<file path="src/tcd_map.vh">
// Register map, field layout and timing constants of the threshold/debounce block
`ifndef TCD_MAP_VH
`define TCD_MAP_VH

// ----------------------------------------------------------------
// Register indices (byte address is four times the index)
// ----------------------------------------------------------------
`define TCD_IDX_BIN_THR 10'h003
`define TCD_IDX_WA_THR 10'h004
`define TCD_IDX_WB_THR 10'h005
`define TCD_IDX_WC_THR 10'h006
`define TCD_IDX_BIN_CFG 10'h007
`define TCD_IDX_WA_CFG 10'h008
`define TCD_IDX_WB_CFG 10'h009
`define TCD_IDX_WC_CFG 10'h00A
`define TCD_IDX_MODE 10'h010
`define TCD_IDX_STATUS 10'h011
`define TCD_IDX_MASK 10'h012
`define TCD_IDX_OUTS 10'h013

// ----------------------------------------------------------------
// Reset values
// ----------------------------------------------------------------
`define TCD_RST_BIN_THR 16'h5AAA
`define TCD_RST_WA_THR 16'hCCCC
`define TCD_RST_WB_THR 16'h5A88
`define TCD_RST_WC_THR 16'h2D2D
`define TCD_RST_BIN_CFG 16'h0096
`define TCD_RST_WARN_CFG 16'h80FA
`define TCD_RST_MODE 8'h08
`define TCD_RST_MASK 4'h0

// ----------------------------------------------------------------
// Field positions
// ----------------------------------------------------------------
`define TCD_HI_MSB 7
`define TCD_HI_LSB 0
`define TCD_LO_MSB 15
`define TCD_LO_LSB 8
`define TCD_CFG_EN 15
`define TCD_CFG_UPDN 14
`define TCD_CFG_RSVD 13
`define TCD_LEN_MSB 12
`define TCD_LEN_LSB 0
`define TCD_CFG_WMASK 16'hDFFF

// ----------------------------------------------------------------
// Comparator modes
// ----------------------------------------------------------------
`define TCD_MODE_HYST 2'h0
`define TCD_MODE_MID 2'h1
`define TCD_MODE_GT 2'h2
`define TCD_MODE_LT 2'h3

// ----------------------------------------------------------------
// Debounce timebase
// ----------------------------------------------------------------
`define TCD_TICK_NS 20000
`define TCD_CLK_NS 10
`define TCD_TICK_CYC (`TCD_TICK_NS / `TCD_CLK_NS)

`endif

</file>
<file path="src/tcd_top.v">
// Threshold comparators and debounce filters with an APB register file
//
// How it works
// - Sample above high threshold sets comparator
// - Sample at or below low threshold clears
// - Warning B thresholds reset to 0x5A88
// - Warning C thresholds reset to 0x2D2D
// - Binary enable low forces comparator low
// - Bit 14 selects up/down, else up/clear
// - Length is bits 12:0, 20 us ticks
// - Glitches shorter than length are rejected in up/clear mode
// - Zero length bypasses the filter
// - Binary config resets to 0x0096
// - Warning configs reset to 0x80FA
// - Warning enable, mode bit, bit 13 zero
// - Hysteretic and midrange comparator modes
// - Greater-than and less-or-equal modes
`timescale 1ns/1ps
`include "tcd_map.vh"

module tcd_top #(
    parameter ADDR_W = 12,
    parameter LEN_W = 13,
    parameter TICK_W = 12
) (
    // Clock and reset
    input wire core_clk,
    input wire reset,
    // APB slave
    input wire psel,
    input wire penable,
    input wire pwrite,
    input wire [ADDR_W-1:0] paddr,
    input wire [31:0] pwdata,
    output reg [31:0] prdata,
    output reg pready,
    output reg pslverr,
    // ADC sample stream
    input wire [7:0] adc_sample,
    input wire adc_valid,
    // Filtered outputs
    output reg channel_digital_output,
    output reg warning_a_out,
    output reg warning_b_out,
    output reg warning_c_out,
    // Interrupt
    output reg irq
);

    // ------------------------------------------------------------
    // Constants
    // ------------------------------------------------------------
    // Full-width tick period, cut to the counter width on purpose
    localparam [31:0] TICK_LAST_FULL = `TCD_TICK_CYC - 1;
    localparam [TICK_W-1:0] TICK_LAST = TICK_LAST_FULL[TICK_W-1:0];
    localparam NPATH = 4;

    // ------------------------------------------------------------
    // Storage
    // ------------------------------------------------------------

    // Software-visible registers
    reg [15:0] thr_q [0:NPATH-1];
    reg [15:0] cfg_q [0:NPATH-1];
    reg [7:0] mode_q;
    reg [NPATH-1:0] status_q;
    reg [NPATH-1:0] mask_q;

    // Comparator and filter state, index 0 is the binary path
    reg [NPATH-1:0] cmp_q;
    reg [NPATH-1:0] cmp_d;
    reg [NPATH-1:0] filt_q;
    reg [NPATH-1:0] filt_d;
    reg [LEN_W-1:0] cnt_q [0:NPATH-1];
    reg [LEN_W-1:0] cnt_d [0:NPATH-1];

    // Timebase
    reg [TICK_W-1:0] tick_cnt_q;
    reg tick_q;

    // Bus side and edge detect
    reg [NPATH-1:0] rise_d;
    reg [31:0] rdata_d;
    reg hit_d;

    // One loop index per loop, none shared between processes, so no variable has two drivers
    integer i_cmp;
    integer i_flt;
    integer i_cnt;
    integer i_rst;
    integer i_sts;

    wire [9:0] reg_idx;
    wire acc;
    wire acc_wait;
    wire wr_en;
    wire sts_clr;
    wire [NPATH-1:0] pins;

    // ------------------------------------------------------------
    // Functions
    // ------------------------------------------------------------

    // Next comparator state from mode, thresholds and sample
    function cmp_next;
        input [1:0] mode;
        input [15:0] thr;
        input [7:0] s;
        input cur;
        reg [7:0] hi;
        reg [7:0] lo;
        begin
            hi = thr[`TCD_HI_MSB:`TCD_HI_LSB];
            lo = thr[`TCD_LO_MSB:`TCD_LO_LSB];
            case (mode)
                `TCD_MODE_HYST: begin
                    if (s > hi)
                        cmp_next = 1'b1;
                    else if (s <= lo)
                        cmp_next = 1'b0;
                    else
                        cmp_next = cur;
                end
                `TCD_MODE_MID: cmp_next = (s < hi) && (s > lo);
                `TCD_MODE_GT: cmp_next = (s > hi);
                `TCD_MODE_LT: cmp_next = (s <= hi);
                default: cmp_next = cur;
            endcase
        end
    endfunction

    // Configuration word as read back, reserved bit zero
    function [15:0] cfg_view;
        input [15:0] v;
        begin
            cfg_view = v & `TCD_CFG_WMASK;
        end
    endfunction

    // Debounce length field of a configuration word
    function [LEN_W-1:0] len_of;
        input [15:0] v;
        begin
            len_of = v[`TCD_LEN_MSB:`TCD_LEN_LSB];
        end
    endfunction

    // True when the debounce length is zero, filter bypassed
    function len_zero;
        input [15:0] v;
        begin
            len_zero = (len_of(v) == {LEN_W{1'b0}});
        end
    endfunction

    // ------------------------------------------------------------
    // Bus decode
    // ------------------------------------------------------------

    // Word index and qualified access
    assign reg_idx = paddr[11:2];
    assign acc = psel && penable && pready;
    assign acc_wait = psel && penable && !pready;
    assign wr_en = acc && pwrite && hit_d;
    assign sts_clr = wr_en && (reg_idx == `TCD_IDX_STATUS);

    // Read mux and address hit
    always @* begin
        rdata_d = 32'h0000_0000;
        hit_d = 1'b1;
        case (reg_idx)
            `TCD_IDX_BIN_THR: rdata_d[15:0] = thr_q[0];
            `TCD_IDX_WA_THR: rdata_d[15:0] = thr_q[1];
            `TCD_IDX_WB_THR: rdata_d[15:0] = thr_q[2];
            `TCD_IDX_WC_THR: rdata_d[15:0] = thr_q[3];
            `TCD_IDX_BIN_CFG: rdata_d[15:0] = cfg_view(cfg_q[0]);
            `TCD_IDX_WA_CFG: rdata_d[15:0] = cfg_view(cfg_q[1]);
            `TCD_IDX_WB_CFG: rdata_d[15:0] = cfg_view(cfg_q[2]);
            `TCD_IDX_WC_CFG: rdata_d[15:0] = cfg_view(cfg_q[3]);
            `TCD_IDX_MODE: rdata_d[7:0] = mode_q;
            `TCD_IDX_STATUS: rdata_d[NPATH-1:0] = status_q;
            `TCD_IDX_MASK: rdata_d[NPATH-1:0] = mask_q;
            `TCD_IDX_OUTS: rdata_d[NPATH-1:0] = filt_q;
            default: hit_d = 1'b0;
        endcase
    end

    // ------------------------------------------------------------
    // APB answer
    // ------------------------------------------------------------

    // One wait state, answer on the second access cycle
    always @(posedge core_clk) begin
        if (reset) begin
            pready <= 1'b0;
            pslverr <= 1'b0;
            prdata <= 32'h0000_0000;
        end else begin
            pready <= acc_wait;
            pslverr <= acc_wait && !hit_d;
            if (acc_wait && !pwrite)
                prdata <= rdata_d;
        end
    end

    // ------------------------------------------------------------
    // Configuration registers
    // ------------------------------------------------------------

    // Thresholds, datapath configs, modes, mask
    always @(posedge core_clk) begin
        if (reset) begin
            thr_q[0] <= `TCD_RST_BIN_THR;
            thr_q[1] <= `TCD_RST_WA_THR;
            thr_q[2] <= `TCD_RST_WB_THR;
            thr_q[3] <= `TCD_RST_WC_THR;
            cfg_q[0] <= `TCD_RST_BIN_CFG;
            cfg_q[1] <= `TCD_RST_WARN_CFG;
            cfg_q[2] <= `TCD_RST_WARN_CFG;
            cfg_q[3] <= `TCD_RST_WARN_CFG;
            mode_q <= `TCD_RST_MODE;
            mask_q <= `TCD_RST_MASK;
        end else if (wr_en) begin
            case (reg_idx)
                `TCD_IDX_BIN_THR: thr_q[0] <= pwdata[15:0];
                `TCD_IDX_WA_THR: thr_q[1] <= pwdata[15:0];
                `TCD_IDX_WB_THR: thr_q[2] <= pwdata[15:0];
                `TCD_IDX_WC_THR: thr_q[3] <= pwdata[15:0];
                `TCD_IDX_BIN_CFG: cfg_q[0] <= cfg_view(pwdata[15:0]);
                `TCD_IDX_WA_CFG: cfg_q[1] <= cfg_view(pwdata[15:0]);
                `TCD_IDX_WB_CFG: cfg_q[2] <= cfg_view(pwdata[15:0]);
                `TCD_IDX_WC_CFG: cfg_q[3] <= cfg_view(pwdata[15:0]);
                `TCD_IDX_MODE: mode_q <= pwdata[7:0];
                `TCD_IDX_MASK: mask_q <= pwdata[NPATH-1:0];
                default: mask_q <= mask_q;
            endcase
        end
    end

    // ------------------------------------------------------------
    // Debounce timebase
    // ------------------------------------------------------------

    // One-cycle tick every 20 us
    // Free-running: the first tick after a change may come early
    always @(posedge core_clk) begin
        if (reset) begin
            tick_cnt_q <= {TICK_W{1'b0}};
            tick_q <= 1'b0;
        end else if (tick_cnt_q == TICK_LAST) begin
            tick_cnt_q <= {TICK_W{1'b0}};
            tick_q <= 1'b1;
        end else begin
            tick_cnt_q <= tick_cnt_q + 1'b1;
            tick_q <= 1'b0;
        end
    end

    // ------------------------------------------------------------
    // Comparators
    // ------------------------------------------------------------

    // Next comparator state; a disabled path reads low
    always @* begin
        for (i_cmp = 0; i_cmp < NPATH; i_cmp = i_cmp + 1) begin
            if (!cfg_q[i_cmp][`TCD_CFG_EN])
                cmp_d[i_cmp] = 1'b0;
            else if (adc_valid)
                cmp_d[i_cmp] = cmp_next(mode_q[2*i_cmp +: 2], thr_q[i_cmp], adc_sample,
                    cmp_q[i_cmp]);
            else
                cmp_d[i_cmp] = cmp_q[i_cmp];
        end
    end

    // Comparator flops, updated on each valid sample
    always @(posedge core_clk) begin
        if (reset)
            cmp_q <= {NPATH{1'b0}};
        else
            cmp_q <= cmp_d;
    end

    // ------------------------------------------------------------
    // Debounce filters
    // ------------------------------------------------------------

    // Next counter and output per path
    always @* begin
        for (i_flt = 0; i_flt < NPATH; i_flt = i_flt + 1) begin
            filt_d[i_flt] = filt_q[i_flt];
            cnt_d[i_flt] = cnt_q[i_flt];
            if (i_flt != 0 && !cfg_q[i_flt][`TCD_CFG_EN]) begin
                filt_d[i_flt] = 1'b0;
                cnt_d[i_flt] = {LEN_W{1'b0}};
            end else if (len_zero(cfg_q[i_flt])) begin
                filt_d[i_flt] = cmp_q[i_flt];
                cnt_d[i_flt] = {LEN_W{1'b0}};
            end else if (tick_q) begin
                if (cmp_q[i_flt] != filt_q[i_flt]) begin
                    if (cnt_q[i_flt] + 1'b1 >= len_of(cfg_q[i_flt])) begin
                        filt_d[i_flt] = cmp_q[i_flt];
                        cnt_d[i_flt] = {LEN_W{1'b0}};
                    end else begin
                        cnt_d[i_flt] = cnt_q[i_flt] + 1'b1;
                    end
                end else if (cfg_q[i_flt][`TCD_CFG_UPDN]) begin
                    if (cnt_q[i_flt] != {LEN_W{1'b0}})
                        cnt_d[i_flt] = cnt_q[i_flt] - 1'b1;
                end else begin
                    cnt_d[i_flt] = {LEN_W{1'b0}};
                end
            end
        end
    end

    // Filter flops
    always @(posedge core_clk) begin
        if (reset) begin
            filt_q <= {NPATH{1'b0}};
            for (i_rst = 0; i_rst < NPATH; i_rst = i_rst + 1)
                cnt_q[i_rst] <= {LEN_W{1'b0}};
        end else begin
            filt_q <= filt_d;
            for (i_cnt = 0; i_cnt < NPATH; i_cnt = i_cnt + 1)
                cnt_q[i_cnt] <= cnt_d[i_cnt];
        end
    end

    // ------------------------------------------------------------
    // Outputs and interrupt
    // ------------------------------------------------------------

    // Pins as a vector, in path order
    assign pins = {warning_c_out, warning_b_out, warning_a_out, channel_digital_output};

    // Rising edges of filtered outputs, seen one cycle before the pins move
    always @* begin
        rise_d = filt_q & ~pins;
    end

    // Pins mirror the filter flops, one cycle later
    always @(posedge core_clk) begin
        if (reset) begin
            channel_digital_output <= 1'b0;
            warning_a_out <= 1'b0;
            warning_b_out <= 1'b0;
            warning_c_out <= 1'b0;
        end else begin
            channel_digital_output <= filt_q[0];
            warning_a_out <= filt_q[1];
            warning_b_out <= filt_q[2];
            warning_c_out <= filt_q[3];
        end
    end

    // Sticky status, write one to clear, set wins over a clear in the same cycle
    always @(posedge core_clk) begin
        if (reset) begin
            status_q <= {NPATH{1'b0}};
        end else begin
            for (i_sts = 0; i_sts < NPATH; i_sts = i_sts + 1) begin
                if (rise_d[i_sts])
                    status_q[i_sts] <= 1'b1;
                else if (sts_clr && pwdata[i_sts])
                    status_q[i_sts] <= 1'b0;
            end
        end
    end

    // Level interrupt, high while an unmasked status bit is set
    always @(posedge core_clk) begin
        if (reset)
            irq <= 1'b0;
        else
            irq <= |(status_q & mask_q);
    end

endmodule

</file>
<file path="config.mk">
export PLATFORM = sky130hd
export DESIGN_NAME = tcd_top
export DESIGN_NICKNAME = d
export VERILOG_FILES = /design/src/tcd_top.v
export VERILOG_INCLUDE_DIRS = /design/src
export SDC_FILE = /design/constraint.sdc
export NUM_CORES = 1
export LEC_CHECK = 0
export ABC_AREA = 1
export BUFFER_PORTS_ARGS = -buffer_cell sky130_fd_sc_hd__buf_2
export CORE_UTILIZATION = 30
export CTS_CLUSTER_DIAMETER = 80
export DETAILED_ROUTE_END_ITERATION = 8
export SLEW_MARGIN = 20
export SYNTH_ARGS = -nofsm -noshare
export SYNTH_HDL_FRONTEND = slang
export SYNTH_SLANG_ARGS = --single-unit
export TNS_END_PERCENT = 5
</file>
<file path="constraint.sdc">
create_clock -name core_clk -period 7.8 [get_ports core_clk]
set_clock_uncertainty 0.05 [all_clocks]
set_input_delay 1.56 -clock core_clk [delete_from_list [all_inputs] [get_ports core_clk]]
set_output_delay 1.56 -clock core_clk [all_outputs]
set_load 0.1 [all_outputs]
</file>
==> results of run 1 <==
[registers in the layout (all words and copies together), names as in the netlist, 8 cells and up]
signal / count
thr_q: 64
cfg_q: 60
cnt_q: 52
prdata: 16
tick_cnt_q: 12
mode_q: 8
[kinds of logic (layout without fill, tap and decap cells)]
family	count (synthesis)	count (layout)	share of synthesized area [%]
simple gates	1075	1075	28.9
flops	236	236	37.3
xor+xnor	59	59	3.23
fa+ha+maj	129	129	10.1
other cells	1	16	0.0235
buf+inv	392	454	9.78
compound gates	323	323	10.7
[worst reg2reg max path, delay by kind of cell, from the launching register on]
family,cells,cell delay [ns]
simple gates,8,2.09
flops,1,0.41
compound gates,2,0.31
fa+ha+maj,1,0.27
xor+xnor,1,0.23
buf+inv,1,0.12
[metrics by stage]
step | utilization [%] | setup slack (ns)
finish | 34.2 | 3.10
global placement | 32.2 | 2.58
global route | 34.2 | 2.94
CTS | 34.2 | 3.17
detailed placement | 32.2 | 2.57
floorplan | - | 3.95
[worst paths after layout]
kind	end	slack, ns	startpoint
hold reg to reg	tick_cnt_q[0]$_SDFF_PP0_	0.40	tick_cnt_q[0]$_SDFF_PP0_
hold / removal	tick_cnt_q[0]$_SDFF_PP0_	0.40	tick_cnt_q[0]$_SDFF_PP0_
setup reg to reg	cnt_q[0][8]$_SDFFE_PP0P_	4.26	cnt_q[0][0]$_SDFFE_PP0P_
setup / recovery	thr_q[0][14]$_SDFFCE_PN1P_	3.10	paddr[10]
[power by group through the flow]
stage	Combinational (uW)	Sequential (uW)	Clock (uW)
final	246	1330	1470
after global routing	267	1330	1540
after CTS	242	1330	1490
after detailed placement	241	1360	0
after global placement	234	1360	0
after floorplan	158	1360	0
[metal layers]
metal / vias to the layer above / track usage, % / share of wire, %
met5: - / 0 / 0.026
met1: 7103 / 27.7 / 44
li1: 7324 / - / -
met2: 702 / 32.2 / 44
met3: 90 / 3.17 / 8.4
met4: 2 / 5.33 / 2.7
[layout by cell type, fill, tap and decap left out, drive strengths merged, types with 3 or more instances in the layout]
cell	n
bufinv	5
o22ai	4
clkinvlp	3
nor3	45
nand3	154
nand4	31
clkinv	11
or2	4
o31ai	4
o21ai	123
xor2	54
dfxtp	112
a21oi	159
a31oi	9
o211ai	5
xnor2	5
a21o	5
inv	330
nor2	289
edfxtp	124
a211oi	11
buf	71
nor4	8
nor3b	4
ha	129
conb	16
clkbuf	34
nand2	537
[cell type report]
cell class	instances	area share, %
multi-input combinational	1602	47.3
sequential	236	33.1
inverter	331	6.93
tap	688	4.78
clock buffer	34	4.36
timing repair buffer	71	2.10
clock inverter	18	1.38
==> results.yml, run 1 <==
power:
  p_leak_uw: 0.00846
  ir_drop_mv: 0.147
  switching_power_uw: 791
  fin_total_pwr_uw: 3050
  sequentialPowerShare_pct: 43.7
  p_per_area_mw_per_mm2: 170
  intPower_uw: 2260
  p_clk_share_pct: 48.3
  comb_power_share_pct: 8.0
  sw_frac_of_total_pct: 25.9
yosys:
  async_flop_share_pct: 0
  synth_top_area_share_pct: 23.3
  yosys-top-cells-area: "edfxtp_1 (23%), dfxtp_1 (14%), nand2_1 (12%), ha_1 (10%), inv_1 (7.5%)"
  syn_area_sq_mm: 0.0160
  synth_seq_cells: 236
  synthTopCellsByCount: "nand2_1 (531), inv_1 (319), nor2_1 (276), a21oi_1 (159), nand3_1 (145)"
  yosysSeqAreaShare_pct: 37.3
  avgSynthCellArea_sq_um: 7.22
  ys_types: 45
  synth_most_common_cell: "nand2_1"
  synth-edff-count: 124
  postSynthCellCount: 2215
  yosysWarnings: 0
  synthFlopType: "edfxtp_1"
  yosysTopAreaCell: "edfxtp_1"
flow_run:
  drv_cap: 0
routing:
  drtIter0Drc: 1730
  wl_um: 54600
  drc: 0
  routed-via-count: 15200
  postRouteAntennaNets: 0
  post_drt_via_cell_ratio: 5.11
  firstDrtPassIters: 6
  wl_per_cell_um: 18.3
global_route:
  grt_pass1_vias: 14200
  track_usage_pct: 20.0
  grt_pass1_wl_um: 82400
  grt_start_max_net_pins: 49
  antenna_found_initial: 1
  overflow: 0
timing:
  worstMarginPinSlew_ns: 0.997
  finalCritPeriodShare_pct: 60.2
  slew_headroom_pct: 33.3
  hold_viol: 0
  fin_crit_ns: 4.70
  whs_ns: 0.404
  fin_tns_setup_ns: 0
  slew_viol_final: 0
  rsz0062_at_grt: "no"
  max_freq_mhz: 213
  setup_viol: 0
critical_path:
  worstSetupStartpointType: "input port"
  worstPathMaxFanout: 30
  critPathArrivalTime_ns: 4.94
  cp.required_ns: 8.04
  ff2ff_path_depth: 13
  worstSetupPathType: "input port to register"
  worst-path-buf-inv: 3
  crit_path_top_delay_cell: "o21ai_1"
  end_kind: "register"
  cpPeakStageDelay_ns: 0.77
  path_common_cell: "nand2_1"
  cp.depth: 11
  worstPathCellList: "buf_2 > inv_2 > nand2_1 > nor2_4 > nand2_1 > nand2_1 > nor2_1 > nand3_2 > nand2_4 > o21ai_1 > buf_4"
  cpLargestDelayFamily: "simple AND/OR/NAND/NOR gates"
placed_design:
  dp_hpwl_um: 40500
  dpl.cell_count: 2928
  place_congestion: 0.983
  io_buffers: 62
  dpl-instance-area_sq_mm: 0.0170
final_layout:
  final-seq-area_sq_mm: 0.00597
  drive_gt1_share_pct: 7.37
  antenna_cells: 0
  syn_to_final_growth_pct: 12.6
  multiInputGateArea_sq_mm: 0.00852
  final_net_count: 2457
  n_fill_cell: 5531
  fin_area_sq_mm: 0.0180
  fin_cells: 2980
hold_path:
  hold_path.class: "register to register"
  whs_path_depth: 1
die:
  die_w_um: 233
  core_area_sq_mm: 0.0527
  pin_count: 97
  die_area_sq_mm: 0.0542
  start_util_pct: 30.4
  die_h_um: 233
  num_rows: 84
clock_tree:
  holdBufCountCts: 0
  cts_root_buf: "clkbuf_16"
  htreeDepth: 1
  clock_latency_ns: 0.58
  numCtsBuffers: 28
  clkTransAtPathRegs_ns: 0.06
  cts_resized: 0
  postCtsSetupRepairBufs: 0
  cts_sinks: 236
  ctsLongestPathBuffers: 3
  cts_tree: "done"
outcome:
  status: "completed"
(Power assumes the default switching activity.)
==> inputs of run 2 (changes only) <==
Clock period 7.8 ns to 4.42 ns, I/O delays scaled along.
==> run 2 against run 1 <==
Compared with the run above:
- power increased by 68%
- count of clock-buffer cells in the layout increased by 11
- via count is 0.28% higher
- sequential cell count is the same
- sequential share of layout area up 0.13 points
- highest routed layer is now met4
==> results.yml, run 2 (synthesized netlist as in run 1, its figures left out) <==
placed_design:
  dpl.cell_count: 2936
  place_congestion: 1.01
  io_buffers: 62
  dp_hpwl_um: 40200
clock_tree:
  ctsLongestPathBuffers: 3
  postCtsSetupRepairBufs: 0
  clkTransAtPathRegs_ns: 0.06
  clock_latency_ns: 0.59
  cts_tree: "done"
  numCtsBuffers: 28
  htreeDepth: 1
  cts_resized: 0
  cts_root_buf: "clkbuf_16"
  holdBufCountCts: 0
  cts_sinks: 236
die:
  num_rows: 84
  core_area_sq_mm: 0.0527
  start_util_pct: 30.4
  die_area_sq_mm: 0.0542
  die_h_um: 233
  die_w_um: 233
  pin_count: 97
critical_path:
  critPathArrivalTime_ns: 3.97
  ff2ff_path_depth: 14
  endpoint: "cnt_q[3][10]$_SDFFE_PP0P_"
  cp.required_ns: 4.88
  rrSetupSlack_ns: 0.92
  worstSetupStartpointType: "register"
  path_common_cell: "nand2_1"
  worstPathCellList: "ha_1 > nand2_1 > nor2_1 > nand2_1 > nor2_1 > xor2_1 > ha_1 > a21oi_1 > o21ai_0 > a21oi_1 > nand2_1 > nor2_1 > nand2_1 > a21oi_1"
  reg2reg_to: "cnt_q[3][10]$_SDFFE_PP0P_"
  crit_path_top_delay_cell: "nor2_1"
  worstPathMaxFanout: 12
  worstSetupPathType: "register to register"
  startpoint: "cnt_q[3][0]$_SDFFE_PP0P_"
  cpPeakStageDelay_ns: 0.74
  end_kind: "register"
  reg2reg_from: "cnt_q[3][0]$_SDFFE_PP0P_"
timing:
  hold_viol: 0
  slew_viol_final: 0
  fin_crit_ns: 3.50
  setup_viol: 0
  max_freq_mhz: 285
  rsz0062_at_grt: "no"
  fin_tns_setup_ns: 0
  whs_ns: 0.404
  worstMarginPinSlew_ns: 0.974
  finalCritPeriodShare_pct: 79.3
  slew_headroom_pct: 34.8
routing:
  drc: 0
  routed-via-count: 15300
  firstDrtPassIters: 6
  postRouteAntennaNets: 0
  drtIter0Drc: 1906
  wl_um: 53900
  wl_per_cell_um: 18.0
  post_drt_via_cell_ratio: 5.11
global_route:
  use_met2_pct: 31.3
  grt_pass1_vias: 14100
  met1_usage_pct: 27.2
  grt_start_max_net_pins: 49
  grt.met3_usage_pct: 3.22
  grt_pass1_wl_um: 81200
  antenna_found_initial: 0
  overflow: 0
  busiest_layer: "met2"
  track_usage_pct: 19.7
final_layout:
  n_fill_cell: 5516
  syn_to_final_growth_pct: 12.2
  fin_cells: 2988
  final_net_count: 2465
  top_regs: "thr_q (64), cfg_q (60), cnt_q (52)"
  antenna_cells: 0
  drive_gt1_share_pct: 7.17
  fin_util_pct: 34.1
  regMostFlops: "thr_q"
  mostFrequentLayoutCell: "nand2_1"
  layout_common_cells: "nand2_1 (531), inv_1 (319), nor2_1 (276)"
  largest_reg_flops: 64
power:
  fin_total_pwr_uw: 5130
  p_leak_uw: 0.00844
  p_per_area_mw_per_mm2: 286
  ir_drop_mv: 0.223
outcome:
  status: "completed"
flow_run:
  drv_cap: 0
hold_path:
  hold_path.class: "register to register"
## run 2: changes by cell type in the layout (fill, tap and decap cells not counted), moves of 3 or more
cell,previous run,this run
clkinvlp_4,3,0
clkbuf_1,2,11
inv_4,3,0
buf_4,9,17
bufinv_16,5,2
## run 2: worst min path at each step
| stage | start | endpoint | slack [ns] | cells after the start |
|---|---|---|---|---|
| floorplan | tick_cnt_q[0]$_SDFF_PP0_ | tick_cnt_q[0]$_SDFF_PP0_ | 0.37 | 1 |
| global placement | tick_cnt_q[0]$_SDFF_PP0_ | tick_cnt_q[0]$_SDFF_PP0_ | 0.38 | 1 |
| detailed placement | tick_cnt_q[0]$_SDFF_PP0_ | tick_cnt_q[0]$_SDFF_PP0_ | 0.40 | 1 |
| CTS | tick_cnt_q[0]$_SDFF_PP0_ | tick_cnt_q[0]$_SDFF_PP0_ | 0.41 | 1 |
| global route | tick_cnt_q[0]$_SDFF_PP0_ | tick_cnt_q[0]$_SDFF_PP0_ | 0.45 | 1 |
| finish | tick_cnt_q[0]$_SDFF_PP0_ | tick_cnt_q[0]$_SDFF_PP0_ | 0.40 | 1 |
## run 2: metal layers
layer  up-vias  wire length [um]
li1       7324                 -
met1      7138             23700
met2       707             23700
met3        95              4980
met4         0              1480
met5         -                 0
## run 2: final cells by class
class | count | area, sq um | share of cell area (%)
Multi-Input combinational cell | 1602 | 8510 | 47.5
Inverter | 331 | 1250 | 6.95
Tap cell | 688 | 861 | 4.80
Sequential cell | 236 | 5970 | 33.3
Clock buffer | 45 | 812 | 4.53
Timing Repair Buffer | 79 | 438 | 2.44
Clock inverter | 7 | 98.8 | 0.551
## run 2: critical path: cells and delay by family (launching register included)
family | cells | cell delay (ns)
AND/OR/NAND/NOR | 7 | 1.64
AO/OA/AOI/OAI | 4 | 0.57
adder cells (fa/ha/maj) | 2 | 0.51
flip-flops | 1 | 0.47
XOR/XNOR | 1 | 0.22
## run 2: per-stage QoR
| step | setup WS, ns | instance area (sq um) |
|---|---|---|
| 2_1_floorplan | 1.24 | 16000 |
| 3_3_place_gp | 0.856 | 17000 |
| 3_5_place_dp | 0.790 | 17000 |
| 4_1_cts | 0.976 | 17900 |
| 5_1_grt | 0.553 | 17900 |
| 6_report | 0.916 | 17900 |
## run 2: report_power, final
group          internal (uW)  switching [uW]
Clock                   1370             972
Combinational           93.5             341
Sequential              2330            22.6
